<file path="src/obc_cfg.svh">
// Constants for the option byte configuration decoder
`ifndef OBC_CFG_SVH
`define OBC_CFG_SVH

// Startup configuration byte field positions
`define OBC_SU_CLK_HI    7
`define OBC_SU_CLK_LO    6
`define OBC_SU_ONE_BIT   5
`define OBC_SU_ZERO_BIT  4
`define OBC_SU_BOD_HI    3
`define OBC_SU_BOD_LO    2
`define OBC_SU_WDT_TYPE  1
`define OBC_SU_WDT_HALT  0

// Protection configuration byte field positions
`define OBC_PR_RSVD_HI   7
`define OBC_PR_RSVD_LO   4
`define OBC_PR_SEC_HI    3
`define OBC_PR_SEC_LO    2
`define OBC_PR_RDP       1
`define OBC_PR_WRP       0
`define OBC_PR_RSVD_ONES 4'hF

// Delivered byte values and the erased cell value
`define OBC_SU_RESET     8'h2F
`define OBC_PR_RESET     8'hF0
`define OBC_ERASED       8'hFF

// Sector zero size in bytes
`define OBC_SEC_HALF_K   12'h200
`define OBC_SEC_ONE_K    12'h400
`define OBC_SEC_TWO_K    12'h800

// Programming tool command codes
`define OBC_CMD_RD_OPT   3'h0
`define OBC_CMD_WR_OPT   3'h1
`define OBC_CMD_ER_OPT   3'h2
`define OBC_CMD_RD_MEM   3'h3
`define OBC_CMD_PR_MEM   3'h4
`define OBC_CMD_ER_MEM   3'h5

// Byte select on the tool port
`define OBC_SEL_PR       1'h0
`define OBC_SEL_SU       1'h1

// Program memory operation codes
`define OBC_MOP_READ     2'h0
`define OBC_MOP_PROG     2'h1
`define OBC_MOP_ERASE    2'h2

`endif

</file>
<file path="src/obc_pkg.sv">
// Types shared by the option byte configuration decoder
package obc_pkg;

    typedef enum logic [1:0] {
        OBC_CLK_RC,
        OBC_CLK_WAKEUP,
        OBC_CLK_RSVD,
        OBC_CLK_EXT
    } obc_clk_src_e;

    typedef enum logic [2:0] {
        OBC_IDLE,
        OBC_NV_WAIT,
        OBC_MEM_WAIT,
        OBC_WIPE_WAIT,
        OBC_OPT_ERASE
    } obc_state_e;

endpackage

</file>
<file path="src/obc_cfg_if.sv">
// Carrier for held option bytes and their decoded settings
`timescale 1ns/100ps
interface obc_cfg_if;
    import obc_pkg::*;
    logic [7:0]   startup_byte;
    logic [7:0]   protect_byte;
    obc_clk_src_e clk_src;
    logic [1:0]   bod_sel;
    logic         bod_enable;
    logic         wdt_hw_enable;
    logic         wdt_halt_reset;
    logic [11:0]  sector_bytes;
    logic         readout_protect;
    logic         program_write_protect;
    logic         fixed_bit_fault;

    modport holder (output startup_byte, protect_byte);
    modport decoder (
        input  startup_byte, protect_byte,
        output clk_src, bod_sel, bod_enable, wdt_hw_enable,
        wdt_halt_reset, sector_bytes, readout_protect,
        program_write_protect, fixed_bit_fault
    );
endinterface

</file>
<file path="src/obc_hold.sv">
// Captures the option bytes once after reset and holds them
`timescale 1ns/100ps
`include "obc_cfg.svh"
module obc_hold
    import obc_pkg::*;
(
    input  wire logic clk,          // System clock
    input  wire logic rst_n,        // Asynchronous reset, active low
    input  wire logic clk_en,       // Clock enable
    input  wire logic [7:0] nv_su,  // Live startup byte from the cells
    input  wire logic [7:0] nv_pr,  // Live protection byte from the cells
    output logic      loaded,       // Bytes captured since reset
    obc_cfg_if.holder cfg           // Held bytes
);
    logic [7:0] su;
    logic [7:0] pr;
    logic       next_loaded;
    logic [7:0] next_su;
    logic [7:0] next_pr;

    // Capture on the first enabled edge after release, then freeze
    always_comb
    begin
        next_loaded = loaded;
        next_su     = su;
        next_pr     = pr;
        if (clk_en && !loaded)
        begin
            next_loaded = 1'b1;
            next_su     = nv_su;
            next_pr     = nv_pr;
        end
    end

    // Reset holds the delivered values until the capture
    always_ff @(posedge clk or negedge rst_n)
    begin
        if (!rst_n)
        begin
            loaded <= 1'b0;
            su     <= `OBC_SU_RESET;
            pr     <= `OBC_PR_RESET;
        end
        else
        begin
            loaded <= next_loaded;
            su     <= next_su;
            pr     <= next_pr;
        end
    end

    assign cfg.startup_byte = su;
    assign cfg.protect_byte = pr;
endmodule

</file>
<file path="src/obc_decode.sv">
// Turns the held option bytes into hardware settings
`timescale 1ns/100ps
`include "obc_cfg.svh"
module obc_decode
    import obc_pkg::*;
(
    obc_cfg_if.decoder cfg          // Held bytes in, settings out
);
    // Field decode; the reserved clock code is passed on and flagged
    always_comb
    begin
        cfg.clk_src = obc_clk_src_e'(cfg.startup_byte[`OBC_SU_CLK_HI:`OBC_SU_CLK_LO]);
        cfg.bod_sel    = cfg.startup_byte[`OBC_SU_BOD_HI:`OBC_SU_BOD_LO];
        cfg.bod_enable = (cfg.bod_sel != 2'h3);
        cfg.wdt_hw_enable  = !cfg.startup_byte[`OBC_SU_WDT_TYPE];
        cfg.wdt_halt_reset = cfg.startup_byte[`OBC_SU_WDT_HALT];
        // Low size bit wins regardless of the high one
        if (cfg.protect_byte[`OBC_PR_SEC_LO])
            cfg.sector_bytes = `OBC_SEC_TWO_K;
        else if (cfg.protect_byte[`OBC_PR_SEC_HI])
            cfg.sector_bytes = `OBC_SEC_ONE_K;
        else
            cfg.sector_bytes = `OBC_SEC_HALF_K;
        cfg.readout_protect       = cfg.protect_byte[`OBC_PR_RDP];
        cfg.program_write_protect = cfg.protect_byte[`OBC_PR_WRP];
        // Fixed bits written wrong by the tool are reported, not repaired
        cfg.fixed_bit_fault =
            !cfg.startup_byte[`OBC_SU_ONE_BIT]
            || cfg.startup_byte[`OBC_SU_ZERO_BIT]
            || (cfg.protect_byte[`OBC_PR_RSVD_HI:`OBC_PR_RSVD_LO]
                != `OBC_PR_RSVD_ONES)
            || (cfg.clk_src == OBC_CLK_RSVD);
    end
endmodule

</file>
<file path="src/obc_top.sv">
// Option byte configuration decoder with programming-mode access control
`timescale 1ns/100ps
`include "obc_cfg.svh"
// Function
// Clock field selects RC, wakeup RC or external
// Tool writes startup bit 5 as one
// Tool writes startup bit 4 as zero
// Brownout field sets threshold or disables detector
// Watchdog type bit: hardware on or software
// Halt-reset bit resets on halt with watchdog
// Tool writes protection bits 7:4 as ones
// Sector field sets sector zero size
// Readout protect blocks extraction and memory writes
// Option erase under readout protect wipes memory first
// Write protect refuses all memory and bit changes; the code still accepts startup byte writes
// Option bytes reachable only in programming mode
// Erased program memory holds FFh everywhere
// Bytes sampled at reset, settings held after
module obc_top
    import obc_pkg::*;
(
    input  wire logic        clk,                  // System clock, 50 MHz
    input  wire logic        rst_n,                // Asynchronous reset, active low
    input  wire logic        clk_en,               // Freezes all state while low
    input  wire logic        prog_mode,            // Device is in programming mode
    input  wire logic        tool_req,             // Tool request strobe
    input  wire logic [2:0]  tool_cmd,             // Tool command code
    input  wire logic        tool_sel,             // Option byte select
    input  wire logic [10:0] tool_addr,            // Program memory address
    input  wire logic [7:0]  tool_wdata,           // Tool write data
    output logic      [7:0]  tool_rdata,           // Tool read data
    output logic             tool_done,            // Request completed
    output logic             tool_refused,         // Request refused
    output logic             tool_busy,            // Operation in progress
    input  wire logic [7:0]  nv_startup_byte,      // Live startup byte cell
    input  wire logic [7:0]  nv_protect_byte,      // Live protection byte cell
    output logic             nv_write,             // Option cell write strobe
    output logic             nv_wsel,              // Option cell select
    output logic      [7:0]  nv_wdata,             // Option cell write data
    input  wire logic        nv_done,              // Option cell operation done
    output logic             mem_req,              // Program memory strobe
    output logic      [1:0]  mem_op,               // Program memory operation
    output logic      [10:0] mem_addr,             // Program memory address
    output logic      [7:0]  mem_wdata,            // Program memory write data
    input  wire logic [7:0]  mem_rdata,            // Program memory read data
    input  wire logic        mem_done,             // Program memory operation done
    input  wire logic        halt_entry,           // CPU enters halt
    input  wire logic        watchdog_active,      // Watchdog is running
    output logic             halt_reset_req,       // Reset on halt entry
    output logic             cfg_loaded,           // Settings captured
    output obc_clk_src_e     startup_clock_select, // Startup clock source
    output logic             wakeup_rc_oscillator, // Wakeup RC chosen
    output logic             external_clock_pin,   // External clock pin in use
    output logic      [1:0]  brownout_threshold_select, // Brownout threshold code
    output logic             brownout_enable,      // Brownout detector on
    output logic             watchdog_type_select, // Raw watchdog type bit
    output logic             watchdog_hw_enable,   // Watchdog forced on
    output logic             watchdog_halt_reset,  // Halt-reset option
    output logic      [11:0] sector_zero_size,     // Sector zero size in bytes
    output logic             readout_protect,      // Readout protection active
    output logic             program_write_protect,// Write protection active
    output logic             iap_write_allow,      // Software may write memory
    output logic             config_fault          // Fixed bits or clock code bad
);
    obc_cfg_if cfg_bus ();

    obc_hold u_hold (
        .clk    (clk),
        .rst_n  (rst_n),
        .clk_en (clk_en),
        .nv_su  (nv_startup_byte),
        .nv_pr  (nv_protect_byte),
        .loaded (cfg_loaded),
        .cfg    (cfg_bus.holder)
    );

    obc_decode u_decode (
        .cfg (cfg_bus.decoder)
    );

    // Decoded settings stay frozen until the next reset
    assign startup_clock_select      = cfg_bus.clk_src;
    assign wakeup_rc_oscillator      = (cfg_bus.clk_src == OBC_CLK_WAKEUP);
    assign external_clock_pin        = (cfg_bus.clk_src == OBC_CLK_EXT);
    assign brownout_threshold_select = cfg_bus.bod_sel;
    assign brownout_enable           = cfg_bus.bod_enable;
    assign watchdog_type_select      = !cfg_bus.wdt_hw_enable;
    assign watchdog_hw_enable        = cfg_bus.wdt_hw_enable;
    assign watchdog_halt_reset       = cfg_bus.wdt_halt_reset;
    assign sector_zero_size          = cfg_bus.sector_bytes;
    assign readout_protect           = cfg_bus.readout_protect;
    assign program_write_protect     = cfg_bus.program_write_protect;
    assign config_fault              = cfg_bus.fixed_bit_fault;

    // Software path writes only when neither protection is set
    assign iap_write_allow = !cfg_bus.readout_protect
                             && !cfg_bus.program_write_protect;

    // Halt reset request, registered so the reset unit sees a clean pulse
    logic next_halt_reset;

    always_comb
    begin
        next_halt_reset = halt_entry && watchdog_active
                          && cfg_bus.wdt_halt_reset;
    end

    always_ff @(posedge clk or negedge rst_n)
    begin
        if (!rst_n)
            halt_reset_req <= 1'b0;
        else if (clk_en)
            halt_reset_req <= next_halt_reset;
    end

    // Live protection bits guard programming at once, not after a reset,
    // so a freshly set lock cannot be bypassed in the same session
    logic live_rdp;
    logic live_wrp;

    assign live_rdp = nv_protect_byte[`OBC_PR_RDP];
    assign live_wrp = nv_protect_byte[`OBC_PR_WRP];

    // Programming sequencer state
    obc_state_e  state;
    obc_state_e  next_state;
    logic [7:0]  next_rdata;
    logic        next_done;
    logic        next_refused;
    logic        next_nv_write;
    logic        next_nv_wsel;
    logic [7:0]  next_nv_wdata;
    logic        next_mem_req;
    logic [1:0]  next_mem_op;
    logic [10:0] next_mem_addr;
    logic [7:0]  next_mem_wdata;
    logic        erase_second;
    logic        next_erase_second;
    logic        mem_read_op;
    logic        next_mem_read_op;

    // Command decode, protection checks and wait sequencing
    always_comb
    begin
        next_state        = state;
        next_rdata        = tool_rdata;
        next_done         = 1'b0;
        next_refused      = 1'b0;
        next_nv_write     = 1'b0;
        next_nv_wsel      = nv_wsel;
        next_nv_wdata     = nv_wdata;
        next_mem_req      = 1'b0;
        next_mem_op       = mem_op;
        next_mem_addr     = mem_addr;
        next_mem_wdata    = mem_wdata;
        next_erase_second = erase_second;
        next_mem_read_op  = mem_read_op;
        unique case (state)
            OBC_IDLE:
            begin
                if (tool_req)
                begin
                    if (!prog_mode)
                        next_refused = 1'b1;
                    else
                    begin
                        unique case (tool_cmd)
                            `OBC_CMD_RD_OPT:
                            begin
                                next_rdata = (tool_sel == `OBC_SEL_SU) ?
                                             nv_startup_byte : nv_protect_byte;
                                next_done  = 1'b1;
                            end
                            `OBC_CMD_WR_OPT:
                            begin
                                // Write protect locks the protection byte itself
                                if (live_wrp && tool_sel == `OBC_SEL_PR)
                                    next_refused = 1'b1;
                                else
                                begin
                                    next_nv_write = 1'b1;
                                    next_nv_wsel  = tool_sel;
                                    next_nv_wdata = tool_wdata;
                                    next_state    = OBC_NV_WAIT;
                                    next_erase_second = 1'b1;
                                end
                            end
                            `OBC_CMD_ER_OPT:
                            begin
                                if (live_wrp)
                                    next_refused = 1'b1;
                                else if (live_rdp)
                                begin
                                    // Wipe the whole memory before erasing both option bytes to FFh
                                    next_mem_req     = 1'b1;
                                    next_mem_op      = `OBC_MOP_ERASE;
                                    next_mem_addr    = 11'h000;
                                    next_mem_wdata   = `OBC_ERASED;
                                    next_state       = OBC_WIPE_WAIT;
                                end
                                else
                                    next_state = OBC_OPT_ERASE;
                                next_erase_second = 1'b0;
                            end
                            `OBC_CMD_RD_MEM:
                            begin
                                if (live_rdp)
                                    next_refused = 1'b1;
                                else
                                begin
                                    next_mem_req     = 1'b1;
                                    next_mem_op      = `OBC_MOP_READ;
                                    next_mem_addr    = tool_addr;
                                    next_mem_read_op = 1'b1;
                                    next_state       = OBC_MEM_WAIT;
                                end
                            end
                            `OBC_CMD_PR_MEM:
                            begin
                                if (live_rdp || live_wrp)
                                    next_refused = 1'b1;
                                else
                                begin
                                    next_mem_req     = 1'b1;
                                    next_mem_op      = `OBC_MOP_PROG;
                                    next_mem_addr    = tool_addr;
                                    next_mem_wdata   = tool_wdata;
                                    next_mem_read_op = 1'b0;
                                    next_state       = OBC_MEM_WAIT;
                                end
                            end
                            `OBC_CMD_ER_MEM:
                            begin
                                if (live_rdp || live_wrp)
                                    next_refused = 1'b1;
                                else
                                begin
                                    next_mem_req     = 1'b1;
                                    next_mem_op      = `OBC_MOP_ERASE;
                                    next_mem_addr    = 11'h000;
                                    next_mem_wdata   = `OBC_ERASED;
                                    next_mem_read_op = 1'b0;
                                    next_state       = OBC_MEM_WAIT;
                                end
                            end
                            default:
                                next_refused = 1'b1;  // Unused command codes
                        endcase
                    end
                end
            end
            OBC_NV_WAIT:
            begin
                // Option erase runs protection byte then startup byte
                if (nv_done && erase_second)
                begin
                    next_done  = 1'b1;
                    next_state = OBC_IDLE;
                end
                else if (nv_done)
                begin
                    next_state        = OBC_OPT_ERASE;
                    next_erase_second = 1'b1;
                end
            end
            OBC_MEM_WAIT:
            begin
                if (mem_done)
                begin
                    if (mem_read_op)
                        next_rdata = mem_rdata;
                    next_done  = 1'b1;
                    next_state = OBC_IDLE;
                end
            end
            OBC_WIPE_WAIT:
            begin
                if (mem_done)
                    next_state = OBC_OPT_ERASE;
            end
            OBC_OPT_ERASE:
            begin
                // Erased cells read FFh; startup byte goes second
                next_nv_write = 1'b1;
                next_nv_wsel  = erase_second ? `OBC_SEL_SU : `OBC_SEL_PR;
                next_nv_wdata = `OBC_ERASED;
                next_state    = OBC_NV_WAIT;
            end
        endcase
    end

    // Sequencer registers; everything holds while the enable is low
    always_ff @(posedge clk or negedge rst_n)
    begin
        if (!rst_n)
        begin
            state        <= OBC_IDLE;
            tool_rdata   <= 8'h00;
            tool_done    <= 1'b0;
            tool_refused <= 1'b0;
            nv_write     <= 1'b0;
            nv_wsel      <= 1'b0;
            nv_wdata     <= 8'h00;
            mem_req      <= 1'b0;
            mem_op       <= 2'h0;
            mem_addr     <= 11'h000;
            mem_wdata    <= 8'h00;
            erase_second <= 1'b0;
            mem_read_op  <= 1'b0;
        end
        else if (clk_en)
        begin
            state        <= next_state;
            tool_rdata   <= next_rdata;
            tool_done    <= next_done;
            tool_refused <= next_refused;
            nv_write     <= next_nv_write;
            nv_wsel      <= next_nv_wsel;
            nv_wdata     <= next_nv_wdata;
            mem_req      <= next_mem_req;
            mem_op       <= next_mem_op;
            mem_addr     <= next_mem_addr;
            mem_wdata    <= next_mem_wdata;
            erase_second <= next_erase_second;
            mem_read_op  <= next_mem_read_op;
        end
    end

    // Busy covers every state but idle
    assign tool_busy = (state != OBC_IDLE);
endmodule

</file>
<file path="config.mk">
export PLATFORM = sky130hd
export DESIGN_NAME = obc_top
export DESIGN_NICKNAME = d
export VERILOG_FILES = /design/src/obc_pkg.sv /design/src/obc_cfg_if.sv /design/src/obc_hold.sv /design/src/obc_decode.sv /design/src/obc_top.sv
export VERILOG_INCLUDE_DIRS = /design/src /design/src/src
export SDC_FILE = /design/constraint.sdc
export NUM_CORES = 1
export LEC_CHECK = 0
export BUFFER_PORTS_ARGS = -buffer_cell sky130_fd_sc_hd__buf_2
export CORE_ASPECT_RATIO = 0.7
export CORE_MARGIN = 2
export CORE_UTILIZATION = 40
export CTS_CLUSTER_DIAMETER = 30
export CTS_CLUSTER_SIZE = 12
export DETAILED_ROUTE_END_ITERATION = 12
export HOLD_SLACK_MARGIN = 0.02
export PLACE_DENSITY = 0.67
export SLEW_MARGIN = 20
export SYNTH_ARGS = -nofsm -noshare
export SYNTH_HDL_FRONTEND = slang
export SYNTH_SLANG_ARGS = --single-unit
export TNS_END_PERCENT = 50
</file>
<file path="constraint.sdc">
create_clock -name clk -period 4.43 [get_ports clk]
set_input_delay 0.2215 -clock clk [delete_from_list [all_inputs] [get_ports clk]]
set_output_delay 0.2215 -clock clk [all_outputs]
set_load 0.05 [all_outputs]
</file>
# --- Word level (Yosys, flattened, before mapping) ---
# Index checks and enable logic that the tools add are counted.
word_totals:
  mem_count: 0
  register_bits: 65
  mem_bits_ro: 0
  inputBits: 56
  mem_bits_rw: 0
  latchBits: 0
classes:
  order_cmp: 0
  n_reduce_logical: 32
  n_div: 0
  n_mul: 0
  bitwise_logic: 1
  mux: 86
  shifts: 0
  eq_ne: 37
  addsub: 0
op_table:
  columns: ["op", "count"]
  rows:
  - ["two-way mux 8 bit", 14]
  - ["two-way mux 11 bit", 6]
  - ["case mux 11 bit (4 select lines)", 1]
  - ["two-way mux 1 bit", 34]
  - ["two-way mux 3 bit", 11]
  - ["case mux 8 bit (2 select lines)", 2]
  - ["!= test 2 bit (second input constant)", 15]
  - ["case mux 8 bit (3 select lines)", 1]
  - ["!= test 3 bit (second input constant)", 5]
  - ["case mux 3 bit (5 select lines)", 1]
  - ["AND reduction 7 bit", 2]
  - ["== test 3 x 2 -> 1 bit (second input constant)", 4]
  - ["two-way mux 12 bit", 1]
  - ["case mux 3 bit (4 select lines)", 1]
  - ["AND reduction 11 bit", 1]
  - ["two-way mux 2 bit", 5]
  - ["case mux 1 bit (2 select lines)", 5]
  - ["AND reduction 10 bit", 1]
  - ["== test 3 bit (second input constant)", 3]
  - ["AND reduction 9 bit", 1]
  - ["case mux 2 bit (4 select lines)", 1]
  - ["AND reduction 8 bit", 1]
  - ["nonzero test 2 bit", 4]
  - ["== test 3 x 1 -> 1 bit (second input constant)", 2]
  - ["other kinds (17)", 34]

# --- Longest topological paths before layout ---
logic_depth:
  ltp_word: 7
  ltp_mapped: 6

# --- Hierarchy ---
# Synthesis repeated with hierarchy kept, for this count alone.
unflattened:
  cells_unflattened: 343
  hier_area_um2: 3668.5
by_module_without_submodules:
  columns: ["mod", "cells_per_inst", "n_inst", "seq_area_each_um2", "area_each_um2"]
  rows:
  - ["obc_top", 281, 1, 1201.2, 2791.4]
  - ["obc_hold", 37, 1, 436.7, 705.7]
  - ["obc_decode", 25, 1, 0.0, 171.4]

# --- Least setup slack after synthesis ---
# OpenSTA, ideal clock, no wires.
synth_timing:
  path_type: "reg2reg"
  startpoint: "reg u_hold.loaded"
  endpoint: "reg u_hold.pr[0] (netlist: u_hold.cfg.protect_byte[0])"
  setup_ns: 0.125
  required_time_ns: 4.305
  slack_ns: 2.700
  path_buffers: 2
  synth_period_minus_slack_ns: 1.730
  stages_incl_launch_ff: 5
  arrival_time_ns: 1.606
  cell_sequence: "dfrtp_1 > nand2b_1 > clkbuf_1 > buf_2 > mux2_2"
synth_via:
  elab_chain_len: 2
synth_rtl:
  columns: ["item", "line", "text"]
  rows:
  - ["start: declaration", "obc_hold.sv:12", "output logic loaded,"]
  - ["start signal: assignment", "obc_hold.sv:46", "loaded <= next_loaded;"]
  - ["logical NOT 1 bit", "obc_hold.sv:27", "if (clk_en && !loaded)"]
  - ["logical AND 1 bit", "obc_hold.sv:27", null]
  - ["end signal: assignment", "obc_hold.sv:42", "pr <= `OBC_PR_RESET;"]
  - ["end signal: assignment", "obc_hold.sv:48", "pr <= next_pr;"]
  - ["end: declaration", "obc_hold.sv:16", "logic [7:0] pr;"]
# Every way passes these cells.
# A chain may end at the register's enable or synchronous reset.

# --- Final worst setup path ---
layout_timing:
  startpoint: "reg state[2]"
  endpoint: "reg mem_op[0]"
layout_via:
  elab_chain_len: 2
layout_rtl:
  columns: ["item", "line", "text"]
  rows:
  - ["start: declaration", "obc_top.sv:125", "obc_state_e state;"]
  - ["start signal: assignment", "obc_top.sv:313", "state <= next_state;"]
  - ["logical NOT 3 bit", "obc_top.sv:158", "unique case (state)"]
  - ["AND reduction 10 bit (no source line)", null, null]
  - ["end signal: assignment", "obc_top.sv:321", "mem_op <= next_mem_op;"]
  - ["end: declaration", "obc_top.sv:42", "output logic [1:0] mem_op,"]
# Every way passes these cells.

==> flow_summary.json <==
{
  "r2r_setup_slack_ns": 2.17,
  "hold_buffers": 0,
  "hold_class": "input port to async pin",
  "maxCapViolCount": 0,
  "hold_viol": 0,
  "p_leak_nw": 2.14,
  "grt_max_degree": 66,
  "synth_cell_type_count": 69,
  "portBuffers": 117,
  "drt-vias-per-instance": 4.92,
  "reg2reg_from": "state[2]$_DFFE_PN0P_",
  "diodes": 0,
  "ys_warn_count": 0,
  "pre_cts_ws_ns": 2.18,
  "syn_inst": 314,
  "skew_ns": 0.00579,
  "slew_viol_final": 0,
  "grt.met3_usage_pct": 5.26,
  "peakVddDrop_mv": 0.354,
  "use_met1_pct": 25.5,
  "netlist_area_sq_um": 3500,
  "utilization_pct": 52.1,
  "drtPass1Iterations": 4,
  "yosysSeqAreaShare_pct": 46.8,
  "grt_busiest_layer": "met2",
  "hold_ws_ns": 0.0813,
  "cp-end-kind": "register",
  "fin_crit_sh_pct": 51.1,
  "route.detailed.drc": 0,
  "die_h_um": 82.2,
  "cts_buffers": 9,
  "htree_levels": 3,
  "cts_sinks": 65,
  "ctsResizeCount": 0,
  "path_class": "register to register",
  "fmax_ghz": 0.442,
  "ys_async_sr_fraction_pct": 100,
  "dieArea_sq_um": 9520,
  "wirelength_um": 8250,
  "cts_buffer_depth": 2,
  "routabilityCongestion": 0.850,
  "design_area_sq_um": 4420,
  "cts_root_buffer": "clkbuf_16",
  "antenna_found_initial": 0,
  "r2r_cells": 4,
  "ant_nets": 0,
  "area_growth_pct": 26.3,
  "tightest_slew_ns": 0.976,
  "clk_pin_slew_ns": 0.06,
  "rows": 28,
  "setup-tns-final_ns": 0,
  "powerDensity_nw_per_um2": 692,
  "start_util_pct": 41.2,
  "crit_arrival_ns": 2.46,
  "overflow": 0,
  "final_cell_count_no_fill": 548,
  "dr_total_vias": 2694,
  "grt_pass1_wl_um": 13200,
  "synth_edf_count": 0,
  "synthFlopType": "dfrtp_1",
  "fin_nets": 479,
  "power_mw": 3.05,
  "wl_per_cell_um": 15.1,
  "drt_iter0_drc": 96,
  "worstPathMaxFanout": 15,
  "status": "finished clean",
  "die_w_um": 116,
  "clock_latency_ns": 0.32,
  "r2r_end": "mem_op[0]$_DFFE_PN0P_",
  "drive_gt1_share_pct": 44.2,
  "postCtsSetupBuffers": 0,
  "rsz0062_at_grt": "no",
  "grt_use_total_pct": 17.9,
  "cts_tree": "built",
  "syn_avg_cell_area_sq_um": 11.1,
  "finalSetupViolCount": 0,
  "period_minus_slack_ns": 2.26,
  "fin_ws_ns": 2.17,
  "required_ns": 4.63,
  "slew_headroom_pct": 34.9,
  "dpl_cell_area_sq_um": 4070,
  "dp_hpwl_um": 6040,
  "first_global_vias": 2654,
  "met2_usage_pct": 26.8,
  "worstSetupStartpointType": "register",
  "ys_ff_latch": 65,
  "ios": 127,
  "core_sq_um": 8480,
  "dp.cells": 532
}
==> worst max-delay path, stage by stage, from the launching register on <==
cell and delay [ns]:
dfrtp_1 0.56, nor3_2 0.40, nand3_2 0.25, a21oi_4 0.55, mux2_1 0.38
==> cell families after synthesis <==
family,Yosys count,share of synthesized area [%]
and+or+nand+nor,86,15.2
DFF,65,46.8
AOI/OAI and AO/OA,58,14.4
buffers and inverters,54,8.51
muxes,49,14.7
xor gates and xnor gates,1,0.250
other,1,0.107
==> per-layer routing <==
metal | part of all wire, % | wire length (um)
met5 | 0 | 0
met4 | 0.62 | 51
met3 | 6.3 | 520
met2 | 45 | 3730
met1 | 48 | 3950
==> sequential cells by signal, summed over array words and instances, names as in the netlist <==
name and cells:
state 3, mem_wdata 8, mem_addr 11, tool_refused 1
nv_write 1, tool_rdata 8, u_hold.loaded 1, mem_op 2
tool_done 1, u_hold.cfg.protect_byte 8, nv_wsel 1, halt_reset_req 1
nv_wdata 8, mem_req 1, mem_read_op 1, erase_second 1
u_hold.cfg.startup_byte 8
==> layout make-up <==
cell class | instances | area [sq um]
fill | 803 | 4060
sequential | 65 | 1640
multi-input combinational | 203 | 1590
timing repair buffer | 118 | 593
clock buffer | 11 | 243
tap | 120 | 150
clock inverter | 5 | 103
inverter | 26 | 97.6
==> synthesized netlist by cell type (3+ instances only) <==
master,number,share of area [%]
nor3_1,4,0.57
nand2_1,17,1.8
buf_2,7,1.0
nor4_1,8,1.4
dfstp_2,9,6.8
inv_1,25,2.7
o21ba_2,8,2.3
nand2b_1,3,0.54
o22a_1,9,2.3
nor2_1,17,1.8
nor2b_1,6,1.1
dfrtp_1,56,40
o21ai_0,4,0.57
mux2_2,18,5.8
a21oi_1,10,1.4
mux2i_1,29,8.3
buf_4,14,3.0
buf_6,3,0.97
clkbuf_1,3,0.32
==> placed cells by master, fill, tap and decap left out, drive strengths merged, types with 3 or more instances in the layout <==
cell	Yosys	final
clkbuf	3	11
a21oi	11	11
o21ba	8	8
o22a	9	9
a41oi	3	3
nor3	7	7
nor2b	7	7
mux2i	29	29
nor4	9	9
conb	1	9
inv	26	26
or3	3	3
buf	25	118
nor3b	3	3
bufinv	0	3
nand2	17	17
dfrtp	56	56
mux2	20	20
dfstp	9	9
a21o	3	3
o21ai	7	7
nor2	18	18
nand2b	5	5
==> how the worst max path moves through the flow <==
stage / cells past startpoint / to / startpoint / slack [ns]
floorplan: 4 / u_hold.cfg.protect_byte[0]$_DFFE_PN0P_ / u_hold.loaded$_DFFE_PN0P_ / 2.70
global placement: 4 / mem_op[0]$_DFFE_PN0P_ / state[2]$_DFFE_PN0P_ / 2.21
detailed placement: 4 / mem_op[0]$_DFFE_PN0P_ / state[2]$_DFFE_PN0P_ / 2.18
CTS: 4 / mem_op[0]$_DFFE_PN0P_ / state[2]$_DFFE_PN0P_ / 2.16
global route: 4 / mem_op[0]$_DFFE_PN0P_ / state[2]$_DFFE_PN0P_ / 2.00
finish: 4 / mem_op[0]$_DFFE_PN0P_ / state[2]$_DFFE_PN0P_ / 2.17
==> where the power goes <==
part,switching (mW),internal (mW),total (mW)
combinational,0.959,0.354,1.31
sequential,0.143,0.787,0.930
clock,0.247,0.564,0.811
total,1.35,1.70,3.05
Note: power is estimated with default switching activity, not from simulation.
